--- src/rtl/homing_pkg.sv ---
// constants, offsets and types for the homing and interrupt sequencer
// assumes one 50 MHz system clock and a 32-bit axi4-lite register port
package homing_pkg;

  // clock and time base
  localparam int CLK_PERIOD_NS = 20;
  localparam int MS_NS = 1000000;
  localparam int MS_CYCLES_DFLT = MS_NS / CLK_PERIOD_NS;

  // register byte offsets
  localparam int ADDR_W = 8;
  localparam logic [7:0] OFS_INTP = 8'h00;
  localparam logic [7:0] OFS_SRC = 8'h04;
  localparam logic [7:0] OFS_METHOD = 8'h08;
  localparam logic [7:0] OFS_LIMZ = 8'h0C;
  localparam logic [7:0] OFS_HSPEED = 8'h10;
  localparam logic [7:0] OFS_LSPEED = 8'h14;
  localparam logic [7:0] OFS_RAMP = 8'h18;
  localparam logic [7:0] OFS_TMO = 8'h1C;
  localparam logic [7:0] OFS_ORG_OFF = 8'h20;
  localparam logic [7:0] OFS_MECH_OFF = 8'h24;
  localparam logic [7:0] OFS_CTRL = 8'h28;
  localparam logic [7:0] OFS_STATUS = 8'h2C;
  localparam logic [7:0] OFS_POS = 8'h30;

  // reset values
  localparam logic [15:0] RST_INTP = 16'h0000;
  localparam logic [15:0] RST_SRC = 16'h0000;
  localparam logic [15:0] RST_METHOD = 16'h0002;
  localparam logic [15:0] RST_LIMZ = 16'h0000;
  localparam logic [15:0] RST_HSPEED = 16'h01F4;
  localparam logic [15:0] RST_LSPEED = 16'h0032;
  localparam logic [15:0] RST_RAMP = 16'h03E8;
  localparam logic [15:0] RST_TMO = 16'h7530;
  localparam logic [31:0] RST_OFF = 32'h0000_0000;

  // control and status bit positions
  localparam int CTRL_START_BIT = 0;
  localparam int CTRL_CLR_BIT = 1;
  localparam int ST_BUSY = 0;
  localparam int ST_DONE = 1;
  localparam int ST_HFAULT = 2;
  localparam int ST_FLIM = 3;
  localparam int ST_RLIM = 4;
  localparam int ST_INTP = 5;

  // synchronised input indices
  localparam int IN_TRIG = 0;
  localparam int IN_ULK = 1;
  localparam int IN_START = 2;
  localparam int IN_HOME = 3;
  localparam int IN_PLIM = 4;
  localparam int IN_NLIM = 5;
  localparam int IN_Z = 6;
  localparam int IN_N = 7;

  // interrupt positioning settings
  localparam logic [15:0] INTP_OFF = 16'h0000;
  localparam logic [15:0] INTP_RISE_AUTO = 16'h0001;
  localparam logic [15:0] INTP_RISE_ULK = 16'h0002;
  localparam logic [15:0] INTP_FALL_AUTO = 16'h0003;
  localparam logic [15:0] INTP_FALL_ULK = 16'h0004;

  // homing start sources
  localparam logic [15:0] SRC_INPUT = 16'h0001;
  localparam logic [15:0] SRC_PANEL = 16'h0002;
  localparam logic [15:0] SRC_COMM = 16'h0003;
  localparam logic [15:0] SRC_SERVO_ON = 16'h0004;

  // homing methods
  localparam logic [15:0] METH_LIM_LAST = 16'h0001;
  localparam logic [15:0] METH_HOME_LAST = 16'h0005;
  localparam logic [15:0] METH_ON_LAST = 16'h0003;
  localparam logic [15:0] METH_Z_LAST = 16'h0007;
  localparam logic [15:0] METH_HERE = 16'h0008;

  // limit and z behaviours
  localparam logic [15:0] LZ_REV = 16'h0000;
  localparam logic [15:0] LZ_FWD = 16'h0001;
  localparam logic [15:0] LZ_ALM_REV = 16'h0003;
  localparam logic [15:0] LZ_ALM_FWD = 16'h0004;

  // bus responses
  localparam logic [1:0] RESP_OKAY = 2'b00;
  localparam logic [1:0] RESP_SLVERR = 2'b10;

  typedef enum logic [1:0] {H_IDLE, H_FAST, H_SLOW, H_SEEKZ} home_state_t;

endpackage

--- src/rtl/homing_positioner.sv ---
// homing sequencer and interrupt positioning for one position axis
// assumes all pins synchronous-capable, one clock, axi4-lite master outside
//
// The register offsets and the AXI4-Lite slave port are this design's own decisions.
`timescale 1ns/10ps

module homing_positioner
  import homing_pkg::*;
#(
  parameter int MS_CYCLES = MS_CYCLES_DFLT
)
(
  // clock and reset
  input wire logic mclk,
  input wire logic rst,
  // axi4-lite register port
  input wire logic [ADDR_W-1:0] awaddr,
  input wire logic [2:0] awprot,
  input wire logic awvalid,
  output logic awready,
  input wire logic [31:0] wdata,
  input wire logic [3:0] wstrb,
  input wire logic wvalid,
  output logic wready,
  output logic [1:0] bresp,
  output logic bvalid,
  input wire logic bready,
  input wire logic [ADDR_W-1:0] araddr,
  input wire logic [2:0] arprot,
  input wire logic arvalid,
  output logic arready,
  output logic [31:0] rdata,
  output logic [1:0] rresp,
  output logic rvalid,
  input wire logic rready,
  // digital inputs and sensors
  input wire logic trig_in,
  input wire logic interrupt_unlock_input,
  input wire logic homing_start_input,
  input wire logic panel_start,
  input wire logic servo_on,
  input wire logic home_sw,
  input wire logic pos_limit,
  input wire logic neg_limit,
  input wire logic z_pulse,
  // motion controller side
  input wire logic intp_move_done,
  input wire logic enc_step,
  input wire logic enc_dir,
  output logic intp_start,
  output logic intp_active,
  output logic homing_busy,
  output logic homing_done,
  output logic motion_en,
  output logic dir_fwd,
  output logic [15:0] speed_cmd,
  output logic [15:0] ramp_ms,
  output logic mech_move_req,
  // alarms and absolute position
  output logic homing_fault_alarm,
  output logic forward_limit_alarm,
  output logic reverse_limit_alarm,
  output logic [31:0] abs_pos
);

  function automatic logic [31:0] merge(input logic [31:0] old,
                                        input logic [31:0] nw,
                                        input logic [3:0] strb);
    logic [31:0] r;
    r = old;
    for (int i = 0; i < 4; i++)
    begin
      if (strb[i])
        r[i*8 +: 8] = nw[i*8 +: 8];
    end
    return r;
  endfunction

  // 16-bit registers sit in the low half; upper byte lanes are dropped
  function automatic logic [15:0] merge16(input logic [15:0] old,
                                          input logic [31:0] nw,
                                          input logic [3:0] strb);
    logic [31:0] r;
    r = merge({16'h0000, old}, nw, strb);
    return r[15:0];
  endfunction

  function automatic logic mapped(input logic [ADDR_W-1:0] a);
    return (a[1:0] == 2'b00) && (a <= OFS_POS);
  endfunction

  // registers
  logic [15:0] intp_set_q, src_q, method_q, limz_q;
  logic [15:0] hs_q, ls_q, ramp_q, tmo_q;
  logic [31:0] org_off_q, mech_off_q;
  logic aw_have_q, w_have_q, wr_fire, comm_start, alarm_clr;
  logic [ADDR_W-1:0] aw_addr_q;
  logic [31:0] w_data_q, rd_val;
  logic [3:0] w_strb_q;

  // write path: address and data taken in either order
  assign awready = !aw_have_q && !bvalid;
  assign wready = !w_have_q && !bvalid;
  assign arready = !rvalid;
  assign wr_fire = aw_have_q && w_have_q && !bvalid;

  always_ff @(posedge mclk or posedge rst)
  begin
    if (rst)
    begin
      aw_have_q <= 1'b0;
      w_have_q <= 1'b0;
      aw_addr_q <= '0;
      w_data_q <= 32'h0000_0000;
      w_strb_q <= 4'h0;
      bvalid <= 1'b0;
      bresp <= RESP_OKAY;
    end
    else
    begin
      if (awvalid && awready)
      begin
        aw_have_q <= 1'b1;
        aw_addr_q <= awaddr;
      end
      if (wvalid && wready)
      begin
        w_have_q <= 1'b1;
        w_data_q <= wdata;
        w_strb_q <= wstrb;
      end
      if (wr_fire)
      begin
        aw_have_q <= 1'b0;
        w_have_q <= 1'b0;
        bvalid <= 1'b1;
        bresp <= mapped(aw_addr_q) ? RESP_OKAY : RESP_SLVERR;
      end
      else if (bvalid && bready)
        bvalid <= 1'b0;
    end
  end

  // control word bits act once per write and are not stored
  assign comm_start = wr_fire && aw_addr_q == OFS_CTRL && w_strb_q[0] &&
                      w_data_q[CTRL_START_BIT];
  assign alarm_clr = wr_fire && aw_addr_q == OFS_CTRL && w_strb_q[0] &&
                     w_data_q[CTRL_CLR_BIT];

  always_ff @(posedge mclk or posedge rst)
  begin
    if (rst)
    begin
      intp_set_q <= RST_INTP;
      src_q <= RST_SRC;
      method_q <= RST_METHOD;
      limz_q <= RST_LIMZ;
      hs_q <= RST_HSPEED;
      ls_q <= RST_LSPEED;
      ramp_q <= RST_RAMP;
      tmo_q <= RST_TMO;
      org_off_q <= RST_OFF;
      mech_off_q <= RST_OFF;
    end
    else if (wr_fire)
    begin
      unique case (aw_addr_q)
        OFS_INTP: intp_set_q <= merge16(intp_set_q, w_data_q, w_strb_q);
        OFS_SRC: src_q <= merge16(src_q, w_data_q, w_strb_q);
        OFS_METHOD: method_q <= merge16(method_q, w_data_q, w_strb_q);
        OFS_LIMZ: limz_q <= merge16(limz_q, w_data_q, w_strb_q);
        OFS_HSPEED: hs_q <= merge16(hs_q, w_data_q, w_strb_q);
        OFS_LSPEED: ls_q <= merge16(ls_q, w_data_q, w_strb_q);
        OFS_RAMP: ramp_q <= merge16(ramp_q, w_data_q, w_strb_q);
        OFS_TMO: tmo_q <= merge16(tmo_q, w_data_q, w_strb_q);
        OFS_ORG_OFF: org_off_q <= merge(org_off_q, w_data_q, w_strb_q);
        OFS_MECH_OFF: mech_off_q <= merge(mech_off_q, w_data_q, w_strb_q);
        default: ;
      endcase
    end
  end

  // read path, one cycle after address acceptance
  always_comb
  begin
    rd_val = 32'h0000_0000;
    unique case (araddr)
      OFS_INTP: rd_val = {16'h0000, intp_set_q};
      OFS_SRC: rd_val = {16'h0000, src_q};
      OFS_METHOD: rd_val = {16'h0000, method_q};
      OFS_LIMZ: rd_val = {16'h0000, limz_q};
      OFS_HSPEED: rd_val = {16'h0000, hs_q};
      OFS_LSPEED: rd_val = {16'h0000, ls_q};
      OFS_RAMP: rd_val = {16'h0000, ramp_q};
      OFS_TMO: rd_val = {16'h0000, tmo_q};
      OFS_ORG_OFF: rd_val = org_off_q;
      OFS_MECH_OFF: rd_val = mech_off_q;
      OFS_STATUS:
      begin
        rd_val[ST_BUSY] = homing_busy;
        rd_val[ST_DONE] = homing_done;
        rd_val[ST_HFAULT] = homing_fault_alarm;
        rd_val[ST_FLIM] = forward_limit_alarm;
        rd_val[ST_RLIM] = reverse_limit_alarm;
        rd_val[ST_INTP] = intp_active;
      end
      OFS_POS: rd_val = abs_pos;
      default: rd_val = 32'h0000_0000;
    endcase
  end

  always_ff @(posedge mclk or posedge rst)
  begin
    if (rst)
    begin
      rvalid <= 1'b0;
      rdata <= 32'h0000_0000;
      rresp <= RESP_OKAY;
    end
    else if (arvalid && arready)
    begin
      rvalid <= 1'b1;
      rdata <= rd_val;
      rresp <= mapped(araddr) ? RESP_OKAY : RESP_SLVERR;
    end
    else if (rvalid && rready)
      rvalid <= 1'b0;
  end

  // input synchroniser; meta_q feeds only sync_q
  logic [IN_N-1:0] meta_q, sync_q, prev_q, rise, fall;
  always_ff @(posedge mclk or posedge rst)
  begin
    if (rst)
    begin
      meta_q <= '0;
      sync_q <= '0;
      prev_q <= '0;
    end
    else
    begin
      meta_q <= {z_pulse, neg_limit, pos_limit, home_sw, homing_start_input,
                 interrupt_unlock_input, trig_in};
      sync_q <= meta_q;
      prev_q <= sync_q;
    end
  end
  assign rise = sync_q & ~prev_q;
  assign fall = ~sync_q & prev_q;

  // interrupt positioning
  logic trig_ev, intp_rel;
  always_comb
  begin
    trig_ev = 1'b0;
    intp_rel = 1'b0;
    unique case (intp_set_q)
      INTP_RISE_AUTO:
      begin
        trig_ev = rise[IN_TRIG];
        intp_rel = intp_move_done;
      end
      INTP_RISE_ULK:
      begin
        trig_ev = rise[IN_TRIG];
        intp_rel = rise[IN_ULK];
      end
      INTP_FALL_AUTO:
      begin
        trig_ev = fall[IN_TRIG];
        intp_rel = intp_move_done;
      end
      INTP_FALL_ULK:
      begin
        trig_ev = fall[IN_TRIG];
        intp_rel = rise[IN_ULK];
      end
      default: ;
    endcase
  end

  always_ff @(posedge mclk or posedge rst)
  begin
    if (rst)
    begin
      intp_active <= 1'b0;
      intp_start <= 1'b0;
    end
    else
    begin
      intp_start <= trig_ev && !intp_active;
      if (intp_set_q == INTP_OFF)
        intp_active <= 1'b0;
      else if (trig_ev && !intp_active)
        intp_active <= 1'b1;
      else if (intp_rel)
        intp_active <= 1'b0;
    end
  end

  // homing start selection
  logic servo_prev_q, first_on_q, start_req;
  always_ff @(posedge mclk or posedge rst)
  begin
    if (rst)
    begin
      servo_prev_q <= 1'b0;
      first_on_q <= 1'b0;
    end
    else
    begin
      servo_prev_q <= servo_on;
      if (servo_on)
        first_on_q <= 1'b1;
    end
  end

  always_comb
  begin
    unique case (src_q)
      SRC_INPUT: start_req = rise[IN_START];
      SRC_PANEL: start_req = panel_start;
      SRC_COMM: start_req = comm_start;
      SRC_SERVO_ON: start_req = servo_on && !servo_prev_q && !first_on_q;
      default: start_req = 1'b0;
    endcase
  end

  // millisecond time base, runs only while homing
  home_state_t state_q, state_d;
  logic [31:0] tick_q;
  logic [15:0] ms_q;
  logic timeout;
  always_ff @(posedge mclk or posedge rst)
  begin
    if (rst)
    begin
      tick_q <= 32'h0000_0000;
      ms_q <= 16'h0000;
    end
    else if (state_q == H_IDLE)
    begin
      tick_q <= 32'h0000_0000;
      ms_q <= 16'h0000;
    end
    else if (tick_q == 32'(MS_CYCLES - 1))
    begin
      tick_q <= 32'h0000_0000;
      ms_q <= ms_q + 16'h0001;
    end
    else
      tick_q <= tick_q + 32'h0000_0001;
  end
  assign timeout = state_q != H_IDLE && ms_q >= tmo_q;

  // homing sequencer
  logic dir_q, dir_d, origin_hit, fault_set, lim_now, lim_m, home_m;
  logic at_origin;
  assign lim_now = dir_q ? sync_q[IN_PLIM] : sync_q[IN_NLIM];
  assign lim_m = method_q <= METH_LIM_LAST;
  assign home_m = !lim_m && method_q <= METH_HOME_LAST;

  always_comb
  begin
    state_d = state_q;
    dir_d = dir_q;
    origin_hit = 1'b0;
    fault_set = 1'b0;
    at_origin = 1'b0;
    unique case (state_q)
      H_IDLE:
      begin
        if (start_req && method_q == METH_HERE)
          origin_hit = 1'b1;
        else if (start_req && method_q <= METH_Z_LAST)
        begin
          state_d = H_FAST;
          dir_d = ~method_q[0];
        end
      end
      H_SEEKZ:
      begin
        if (timeout)
        begin
          fault_set = 1'b1;
          state_d = H_IDLE;
        end
        else if (rise[IN_Z])
        begin
          origin_hit = 1'b1;
          state_d = H_IDLE;
        end
      end
      default:
      begin
        if (timeout)
        begin
          fault_set = 1'b1;
          state_d = H_IDLE;
        end
        else if (lim_now && lim_m)
        begin
          // limit reached: it is the origin or the start of a z search
          if (limz_q == LZ_REV || limz_q == LZ_ALM_REV)
          begin
            state_d = H_SEEKZ;
            dir_d = ~dir_q;
          end
          else if (limz_q == LZ_FWD || limz_q == LZ_ALM_FWD)
          begin
            state_d = H_SEEKZ;
            dir_d = 1'b1;
          end
          else
          begin
            origin_hit = 1'b1;
            state_d = H_IDLE;
          end
        end
        else if (lim_now && home_m && limz_q >= LZ_ALM_REV)
        begin
          fault_set = 1'b1;
          state_d = H_IDLE;
        end
        else if (lim_now)
          dir_d = ~dir_q;
        else if (home_m && method_q <= METH_ON_LAST)
          at_origin = rise[IN_HOME];
        else if (home_m && state_q == H_FAST && rise[IN_HOME])
          state_d = H_SLOW;
        else if (home_m)
          at_origin = fall[IN_HOME];
        else if (rise[IN_Z])
        begin
          origin_hit = 1'b1;
          state_d = H_IDLE;
        end
        if (at_origin)
        begin
          if (limz_q == LZ_ALM_REV)
          begin
            state_d = H_SEEKZ;
            dir_d = ~dir_q;
          end
          else if (limz_q == LZ_ALM_FWD)
          begin
            state_d = H_SEEKZ;
            dir_d = 1'b1;
          end
          else
          begin
            origin_hit = 1'b1;
            state_d = H_IDLE;
          end
        end
      end
    endcase
  end

  always_ff @(posedge mclk or posedge rst)
  begin
    if (rst)
    begin
      state_q <= H_IDLE;
      dir_q <= 1'b1;
      speed_cmd <= 16'h0000;
      motion_en <= 1'b0;
      mech_move_req <= 1'b0;
    end
    else
    begin
      state_q <= state_d;
      dir_q <= dir_d;
      motion_en <= state_d != H_IDLE;
      mech_move_req <= origin_hit && mech_off_q != 32'h0000_0000;
      unique case (state_d)
        H_FAST: speed_cmd <= hs_q;
        H_SLOW, H_SEEKZ: speed_cmd <= ls_q;
        default: speed_cmd <= 16'h0000;
      endcase
    end
  end
  assign homing_busy = state_q != H_IDLE;
  assign dir_fwd = dir_q;
  assign ramp_ms = ramp_q;

  // sticky flags: a set in the clearing cycle wins
  logic lim8, flim_set, rlim_set;
  assign lim8 = method_q == METH_HERE && limz_q >= LZ_ALM_REV;
  assign flim_set = lim8 && rise[IN_PLIM];
  assign rlim_set = lim8 && rise[IN_NLIM];
  always_ff @(posedge mclk or posedge rst)
  begin
    if (rst)
    begin
      homing_fault_alarm <= 1'b0;
      forward_limit_alarm <= 1'b0;
      reverse_limit_alarm <= 1'b0;
      homing_done <= 1'b0;
    end
    else
    begin
      homing_fault_alarm <= fault_set || (homing_fault_alarm && !alarm_clr);
      forward_limit_alarm <= flim_set || (forward_limit_alarm && !alarm_clr);
      reverse_limit_alarm <= rlim_set || (reverse_limit_alarm && !alarm_clr);
      if (origin_hit)
        homing_done <= 1'b1;
      else if (state_d != H_IDLE)
        homing_done <= 1'b0;
    end
  end

  // absolute position counter
  always_ff @(posedge mclk or posedge rst)
  begin
    if (rst)
      abs_pos <= 32'h0000_0000;
    else if (origin_hit)
      abs_pos <= org_off_q;
    else if (enc_step)
      abs_pos <= enc_dir ? abs_pos + 32'h0000_0001 : abs_pos - 32'h0000_0001;
  end
endmodule

--- config.mk ---
export PLATFORM = sky130hd
export DESIGN_NAME = homing_positioner
export DESIGN_NICKNAME = d
export VERILOG_FILES = /design/src/rtl/homing_pkg.sv /design/src/rtl/homing_positioner.sv
export SDC_FILE = /design/constraint.sdc
export NUM_CORES = 1
export LEC_CHECK = 0
export BUFFER_PORTS_ARGS = -buffer_cell sky130_fd_sc_hd__buf_2
export CAP_MARGIN = 40
export CORE_ASPECT_RATIO = 0.6
export CORE_MARGIN = 4
export CORE_UTILIZATION = 25
export DETAILED_ROUTE_END_ITERATION = 7
export GPL_TIMING_DRIVEN = 0
export PLACE_DENSITY = 0.52
export SKIP_LAST_GASP = 1
export SYNTH_ARGS = -nofsm -noshare
export SYNTH_HDL_FRONTEND = slang
export SYNTH_SLANG_ARGS = --single-unit
--- constraint.sdc ---
create_clock -name mclk -period 13.2 [get_ports mclk]
set_input_delay 2.64 -clock mclk [delete_from_list [all_inputs] [get_ports mclk]]
set_output_delay 2.64 -clock mclk [all_outputs]
set_load 0.02 [all_outputs]
# After elaboration in Yosys (flattened, before gate mapping)
# Cells that the tools add are included.
[totals]
rom_bits = 0
n_memories = 0
ff_bits = 406
latch_bits = 0
ram_bits = 0
[op_classes]
n_reduce_logical = 98
shift = 0
div_mod_pow = 0
addsub = 4
order_cmp = 8
bitwise = 7
mul = 0
n_eq_ne = 41
mux = 87
[ops]
columns = ["operator", "n"]
rows = [
  ["$pmux 26 s11", 1],
  ["$mux 32", 5],
  ["$eq 16x2->1 const B", 5],
  ["$reduce_and 3->1", 25],
  ["$pmux 6 s12", 1],
  ["$add 32x1->32 const B", 2],
  ["$eq 8x5->1 const B", 8],
  ["$eq 8x6->1 const B", 7],
  ["$mux 1", 52],
  ["$eq 16x1->1 const B", 3],
  ["$eq 16x3->1 const B", 3],
  ["$mux 2", 18],
  ["$logic_and 1x1->1", 35],
  ["$eq 32x16->1 const B", 1],
  ["$eq 8x4->1 const B", 4],
  ["$le 16x3->1 const B", 2],
  ["$logic_not 16->1", 2],
  ["$mux 16", 2],
  ["$pmux 16 s2", 1],
  ["$reduce_bool 32->1", 1],
  ["$sub 32x1->32 const B", 1],
  ["$reduce_bool 2->1", 9],
  ["$add 16x1->16 const B", 1],
  ["$eq 16x4->1 const B", 1],
  ["24 further kinds", 55],
]

# Logic depth before layout (Yosys ltp)
# Gate-level depths: netlist (run 1).
[depth]
depth_word = 17
mapped_depth = 13
ltp_nobuf = 11

# Worst setup path after synthesis (run 1)
# OpenSTA, ideal clock, no wires.
[synth_path]
path_kind = "in2reg"
from = "input enc_dir"
to = "register abs_pos[29]"
cell_stages = 11
path_buffers = 0
setup_ns = 0.082
slack_ns = 7.656
arrival_ns = 5.462
path_cell_list = "inv_1 > ha_1 > a211o_1 > a211oi_1 > o32ai_1 > o31ai_1 > nor2_1 > a211oi_1 > o21ai_0 > o41a_1 > a31oi_1"
[synth_between]
elab_chain_cells = 3
[synth_rtl]
columns = ["element", "line", "source"]
rows = [
  ["from (decl)", "homing_positioner.sv:49", "input wire logic enc_dir,"],
  ["$mux 32", "homing_positioner.sv:521", "abs_pos <= enc_dir ? abs_pos + 32'h0000_0001 : abs_pos - 32'h0000_0001;"],
  ["$mux 32", "homing_positioner.sv:520", "else if (enc_step)"],
  ["$mux 32", "homing_positioner.sv:518", "else if (origin_hit)"],
  ["to (signal assigned)", "homing_positioner.sv:519", "abs_pos <= org_off_q;"],
  ["to (signal assigned)", "homing_positioner.sv:521", ""],
  ["to (decl)", "homing_positioner.sv:63", "output logic [31:0] abs_pos"],
]
# No other way between the ends. The select of a mux whose other input is x is not followed.
# A chain may end at the register's enable or synchronous reset.

# Worst setup path in the final report (run 1)
# Ends and elaborated chain as after synthesis.

==> results of run 1 <==
==> final cells by class <==
class                   count  area [um^2]  area share, %
diodes                      1         2.50         0.0105
plain buffers              89          368           1.54
clock buffers              53         1150           4.82
clock inverters            24          372           1.55
inverters                  57          218          0.910
multi-input cells        1229         9050           37.8
flip-flops and latches    404        10100           42.4
well taps                1053         1320           5.51
repair buffers            209         1300           5.43
==> worst register-to-register path: cells and delay by family (launching register included) <==
family          cells  cell delay [ns]
buf+inv             1             0.59
simple gates        3             1.80
flops               1             0.41
compound gates      4             1.27
==> worst max path at each step <==
| stage | slack [ns] | cells after the start | to |
|---|---|---|---|
| 2_1_floorplan | 5.14 | 1 | abs_pos[0] |
| 3_3_place_gp | 2.65 | 2 | ramp_ms[14] |
| 3_5_place_dp | 6.70 | 13 | abs_pos[29] |
| 4_1_cts | 7.28 | 13 | abs_pos[29] |
| 5_1_grt | 6.98 | 13 | abs_pos[29] |
| 6_report | 7.12 | 13 | abs_pos[29] |
==> state kept, by name (all words and copies together), names as in the netlist, 32 cells and up <==
name / flops
abs_pos: 32
mech_off_q: 32
org_off_q: 32
rdata: 32
tick_q: 32
w_data_q: 32
==> cells by family after synthesis <==
| group | count (synthesis) | share of synthesized area (%) |
|---|---|---|
| AO/OA/AOI/OAI | 383 | 13.4 |
| XOR/XNOR | 61 | 2.70 |
| adder cells (fa/ha/maj) | 53 | 3.38 |
| buffers and inverters | 146 | 2.94 |
| flip-flops | 404 | 51.3 |
| multiplexers | 257 | 14.5 |
| other | 1 | 0.0190 |
| AND/OR/NAND/NOR | 473 | 11.7 |
==> per-stage QoR <==
stage               std cells  power, mW  utilization, %  worst slack, ns  hold slack [ns]
detailed placement       3041       3.42            28.7             6.70            0.335
global route             3118       5.03            30.7             6.98            0.354
CTS                      3118       4.77            30.7             7.28            0.350
finish                   3119       4.76            30.7             7.12            0.349
global placement         3015       3.37            28.2             2.65            0.333
floorplan                1779       2.75               -             5.14            0.331
==> per-layer routing <==
metal / part of all wire, % / wire length [um] / vias up
li1: - / - / 7055
met1: 49 / 35600 / 8199
met2: 38 / 27300 / 731
met3: 11 / 8270 / 104
met4: 1.8 / 1280 / 10
met5: 0.076 / 55 / -
==> cells in the mapped netlist, types with 8 or more instances <==
| library cell | number | area (um^2) |
|---|---|---|
| dfstp_2 | 24 | 631 |
| nand4_1 | 20 | 125 |
| o21ai_0 | 75 | 375 |
| nor2_1 | 149 | 559 |
| xnor2_1 | 37 | 324 |
| ha_1 | 51 | 638 |
| nor2b_1 | 16 | 100 |
| a31oi_1 | 25 | 156 |
| a21o_1 | 29 | 218 |
| nor4_1 | 25 | 156 |
| o211ai_1 | 10 | 75.1 |
| a22o_1 | 39 | 342 |
| nor3_1 | 21 | 105 |
| a221oi_1 | 52 | 455 |
| xor2_1 | 24 | 210 |
| or3_1 | 14 | 87.6 |
| inv_1 | 57 | 214 |
| nand2_1 | 105 | 394 |
| a21oi_1 | 85 | 425 |
| dfrtp_1 | 380 | 9510 |
| and3_1 | 14 | 87.6 |
| clkbuf_1 | 78 | 293 |
| o21a_1 | 8 | 60.1 |
| a222oi_1 | 16 | 160 |
| mux2i_1 | 19 | 190 |
| nand3_1 | 56 | 280 |
| mux2_2 | 237 | 2670 |
==> power by group through the flow <==
| stage | clock network (mW) | registers [mW] | logic, mW |
|---|---|---|---|
| 6_report | 1.33 | 1.75 | 1.68 |
| 5_1_grt | 1.41 | 1.77 | 1.85 |
| 4_1_cts | 1.36 | 1.74 | 1.67 |
| 3_5_place_dp | 0 | 1.76 | 1.66 |
| 3_3_place_gp | 0 | 1.76 | 1.62 |
| 2_1_floorplan | 0 | 1.73 | 1.03 |
==> placed cells by master (no fill, tap or decap), types with 14 or more instances in the layout <==
cell type | Yosys | routed
nor2b_1 | 16 | 16
a31oi_1 | 25 | 25
buf_2 | 3 | 191
xnor2_1 | 37 | 37
a221oi_1 | 52 | 52
clkbuf_1 | 78 | 83
inv_1 | 57 | 56
clkbuf_16 | 0 | 42
a222oi_1 | 16 | 16
o21ai_0 | 75 | 75
dfstp_2 | 24 | 24
ha_1 | 51 | 51
nand4_1 | 20 | 20
or3_1 | 14 | 14
nor2_1 | 149 | 149
nand2_1 | 105 | 105
mux2_2 | 237 | 237
nand3_1 | 56 | 56
nor3_1 | 21 | 21
nor4_1 | 25 | 24
mux2i_1 | 19 | 19
dfrtp_1 | 380 | 380
and3_1 | 14 | 14
xor2_1 | 24 | 24
a22o_1 | 39 | 39
a21o_1 | 29 | 29
a21oi_1 | 85 | 85
==> impl_metrics.env, run 1 <==
export IMPL_clkTransAtPathRegs_ns=0.06
export IMPL_seq_power_share_pct=36.8
export IMPL_p_leak_nw=10.8
export IMPL_via_count=16100
export IMPL_p_sw_share_pct=39.5
export IMPL_place_area_um2=22400
export IMPL_finClkSkew_ns=0.0274
export IMPL_power_switching_mw=1.88
export IMPL_synthArstFlopShare_pct=100
export IMPL_path_cells="buf_2 -> inv_1 -> buf_16 -> ha_1 -> a211o_1 -> a211oi_1 -> o32ai_1 -> o31ai_1 -> nor2_1 -> a211oi_1 -> o21ai_0 -> o41a_1 -> a31oi_1"
export IMPL_hold_buffers=0
export IMPL_clk_latency_ns=0.60
export IMPL_hp_start="meta_q[6]"
export IMPL_cts_setup_buffers=0
export IMPL_power_density_nw_per_um2=199
export IMPL_initial_utilization_pct=25.4
export IMPL_final_nets=2161
export IMPL_grt_use_met2_pct=22.1
export IMPL_p_int_mw=2.88
export IMPL_hold_path_class="register to register"
export IMPL_outcome="complete, no violations"
export IMPL_cts_tree="done"
export IMPL_busiest_layer="met1"
export IMPL_synth_flop_cell="dfrtp_1"
export IMPL_maxSlewHeadroom_pct=38.8
export IMPL_min_to="sync_q[6]"
export IMPL_ys_seq_area_share_pct=51.3
export IMPL_path_class="input port to register"
export IMPL_final_hold_viol_count=0
export IMPL_cts_sinks=404
export IMPL_grt_pass1_wl_um=107000
export IMPL_crit_path_end_kind="register"
export IMPL_clock_power_share_pct=27.8
export IMPL_clk_path_buf_depth=3
export IMPL_cts_buffers_inserted=42
export IMPL_htree_levels=2
export IMPL_grt_use_total_pct=17.2
export IMPL_dieArea_um2=83800
export IMPL_reg2reg_from="method_q[5]"
export IMPL_gp_congestion=0.971
export IMPL_worst_path_max_fanout=19
export IMPL_max_cap_violations=0
export IMPL_synth_edff_count=0
export IMPL_grt_max_degree=39
export IMPL_rrSetupSlack_ns=8.96
export IMPL_min_period_over_period_pct=46.1
export IMPL_arrival_ns=6.60
export IMPL_drc=0
export IMPL_fin_setup_tns_ns=0
export IMPL_rows=79
export IMPL_nFillCells=8088
export IMPL_syn_to_final_growth_pct=21.0
export IMPL_drt_wl_total_um=72600
export IMPL_finalMaxSlewViolations=0
export IMPL_grt_pass1_vias=15600
export IMPL_die_h_um=226
export IMPL_crit_path_top_delay_cell="o31ai_1"
export IMPL_fin_crit_ns=6.08
export IMPL_detail_route_wl_per_cell_um=23.3
export IMPL_drtAntennaViolNets=0
export IMPL_ys_ff_latch=404
export IMPL_antenna_found_initial=8
export IMPL_timing_rr_end="speed_cmd[2]"
export IMPL_finalSetupViolCount=0
export IMPL_tightest_slew_ns=0.914
export IMPL_fin_area_um2=23900
export IMPL_globalRouteOverflowTotal=0
export IMPL_yosysWarnings=0
export IMPL_critical_path_required_ns=13.71
export IMPL_place_hpwl_um=57700
export IMPL_cp_top_family="compound AO/OA/AOI/OAI gates"
export IMPL_crit_start="enc_dir"
export IMPL_grt_util_met3_pct=5.71
export IMPL_rsz0062_at_grt="false"
export IMPL_max_clock_freq_ghz=0.164
export IMPL_drt_iter0_drc=1635
export IMPL_syn_area_per_cell_um2=11.1
export IMPL_drive_gt1_share_pct=27.6
export IMPL_port_buffers=183
export IMPL_combPwrFrac_pct=35.4
export IMPL_use_met1_pct=27.0
export IMPL_path_common_cell="a211oi_1"
export IMPL_critPathLaunchType="input port"
export IMPL_r2r_cells=8
export IMPL_ys_types=77
export IMPL_clock_root_buffer="clkbuf_16"
export IMPL_cpPeakStageDelay_ns=0.55
export IMPL_drt_vias_per_instance=5.16
export IMPL_ir_drop_v=0.000112
export IMPL_syn_cell_area_um2=19800
export IMPL_core_area_um2=77900
export IMPL_cp_buffers_inverters=3
export IMPL_dr_pass1_iters=8
export IMPL_io_pins=192
export IMPL_syn_inst=1778
export IMPL_hold_depth=0
export IMPL_die_x_um=371
export IMPL_cts_resized_gates=0
(Power assumes the default switching activity.)
==> inputs of run 2 (changes only) <==
--- a/config.mk
+++ b/config.mk
@@ -12,7 +12,7 @@
 export CORE_UTILIZATION = 25
 export DETAILED_ROUTE_END_ITERATION = 7
 export GPL_TIMING_DRIVEN = 0
-export PLACE_DENSITY = 0.52
+export PLACE_DENSITY = 0.5
 export SKIP_LAST_GASP = 1
 export SYNTH_ARGS = -nofsm -noshare
 export SYNTH_HDL_FRONTEND = slang
==> constraint.sdc (replaced) <==
create_clock -name mclk -period 6.25 [get_ports mclk]
set_input_delay 1.25 -clock mclk [delete_from_list [all_inputs] [get_ports mclk]]
set_output_delay 1.25 -clock mclk [all_outputs]
set_load 0.02 [all_outputs]
==> impl_metrics.env, run 2 (synthesis results as in run 1) <==
export IMPL_outcome="finished, violations left"
export IMPL_violations="design-rule violations"
export IMPL_hp_start="meta_q[0]"
export IMPL_path_cells="buf_2 -> inv_1 -> buf_16 -> ha_1 -> a211o_1 -> a211oi_1 -> o32ai_1 -> o31ai_1 -> nor2_1 -> a211oi_1 -> o21ai_0 -> o41a_1 -> a31oi_1"
export IMPL_cts_resized_gates=0
export IMPL_dieArea_um2=83800
export IMPL_cts_setup_buffers=0
export IMPL_cts_buffers_inserted=42
export IMPL_hold_path_class="register to register"
export IMPL_clk_latency_ns=0.57
export IMPL_grt_use_total_pct=17.6
export IMPL_critPathLaunchType="input port"
export IMPL_pre_cts_ws_ns=1.06
export IMPL_arrival_ns=5.22
export IMPL_power_mw=9.98
export IMPL_min_period_over_period_pct=75.8
export IMPL_reg2reg_from="method_q[5]"
export IMPL_final_cell_mix="dfrtp_1, mux2_2, buf_2"
export IMPL_p_leak_nw=10.8
export IMPL_gp_congestion=0.940
export IMPL_detail_route_wl_per_cell_um=23.8
export IMPL_cts_sinks=404
export IMPL_fin_area_um2=23800
export IMPL_antenna_found_initial=3
export IMPL_final_nets=2161
export IMPL_initial_utilization_pct=25.4
export IMPL_globalRouteOverflowTotal=0
export IMPL_via_count=15900
export IMPL_crit_path_end_kind="register"
export IMPL_core_area_um2=77900
export IMPL_stdcell_count=3119
export IMPL_grt_pass1_vias=15800
export IMPL_crit_path_top_delay_cell="a211oi_1"
export IMPL_dr_pass1_iters=8
export IMPL_grt_max_degree=39
export IMPL_timing_rr_end="speed_cmd[4]"
export IMPL_drt_vias_per_instance=5.08
export IMPL_rows=79
export IMPL_rrSetupSlack_ns=2.01
export IMPL_path_class="input port to register"
export IMPL_final_common_cell="dfrtp_1"
export IMPL_hold_depth=0
export IMPL_clkTransAtPathRegs_ns=0.06
export IMPL_power_density_nw_per_um2=419
export IMPL_cts_tree="done"
export IMPL_place_hpwl_um=59100
export IMPL_finalMaxSlewViolations=0
export IMPL_syn_to_final_growth_pct=20.5
export IMPL_fin_crit_ns=4.74
export IMPL_dpl_cell_count=3040
export IMPL_drc=2
export IMPL_io_pins=192
export IMPL_hold_buffers=0
export IMPL_worst_slack_ns=1.51
export IMPL_port_buffers=183
export IMPL_final_hold_viol_count=0
export IMPL_tightest_slew_ns=0.961
export IMPL_clk_path_buf_depth=3
export IMPL_die_h_um=226
export IMPL_drt_wl_total_um=74400
export IMPL_finClkSkew_ns=0.0240
export IMPL_ir_drop_v=0.000178
export IMPL_rsz0062_at_grt="false"
export IMPL_die_x_um=371
export IMPL_finalSetupViolCount=0
export IMPL_worst_path_max_fanout=17
export IMPL_path_common_cell="a211oi_1"
export IMPL_max_clock_freq_ghz=0.211
export IMPL_drive_gt1_share_pct=27.4
export IMPL_drt_iter0_drc=1524
export IMPL_place_area_um2=22400
export IMPL_htree_levels=2
export IMPL_max_cap_violations=0
export IMPL_drtAntennaViolNets=0
export IMPL_r2r_cells=7
export IMPL_critical_path_required_ns=6.73
export IMPL_fin_setup_tns_ns=0
export IMPL_maxSlewHeadroom_pct=35.9
export IMPL_grt_pass1_wl_um=109000
export IMPL_cpPeakStageDelay_ns=0.60
export IMPL_clock_root_buffer="clkbuf_16"
export IMPL_min_to="sync_q[0]"
[run 2: power breakdown]
| group | switching [mW] | total [mW] | leakage [nW] | internal (mW) |
|---|---|---|---|---|
| logic | 2.28 | 3.60 | 4.80 | 1.32 |
| clock network | 1.10 | 2.62 | 0.712 | 1.53 |
| registers | 0.637 | 3.75 | 5.29 | 3.11 |
[run 2: layout make-up]
type	instances	area, um^2
plain buffers	89	368
inverters	57	218
flip-flops and latches	404	10100
fillers	8116	54100
diodes	1	2.50
repair buffers	209	1280
clock buffers	66	1310
well taps	1053	1320
clock inverters	11	116
multi-input cells	1229	9050
[run 2: worst max path at each step]
stage,startpoint,to,slack [ns],depth (start not counted)
global placement,rst,ls_q[12],-2.96,2
floorplan,rst,abs_pos[0],-0.42,1
global route,enc_dir,abs_pos[29],1.22,13
finish,enc_dir,abs_pos[29],1.51,13
detailed placement,enc_dir,abs_pos[29],1.06,13
CTS,enc_dir,abs_pos[29],1.62,13
[run 2: critical path: cells and delay by family]
| family | cells | cell delay, ns |
|---|---|---|
| compound gates | 8 | 2.69 |
| fa+ha+maj | 1 | 0.27 |
| buf+inv | 3 | 0.89 |
| simple gates | 1 | 0.10 |
[run 2: stage by stage]
step	util, %	hold slack, ns
floorplan	-	0.331
global placement	28.2	0.334
detailed placement	28.7	0.335
CTS	30.6	0.349
global route	30.6	0.355
finish	30.6	0.347
[run 2: metal layers]
metal | up-vias | track usage, % | part of all wire, %
met5 | - | 0 | 0.017
met1 | 8081 | 27.5 | 50
met3 | 73 | 6.57 | 11
met2 | 654 | 22.6 | 37
met4 | 2 | 3.24 | 1.4
li1 | 7048 | - | -
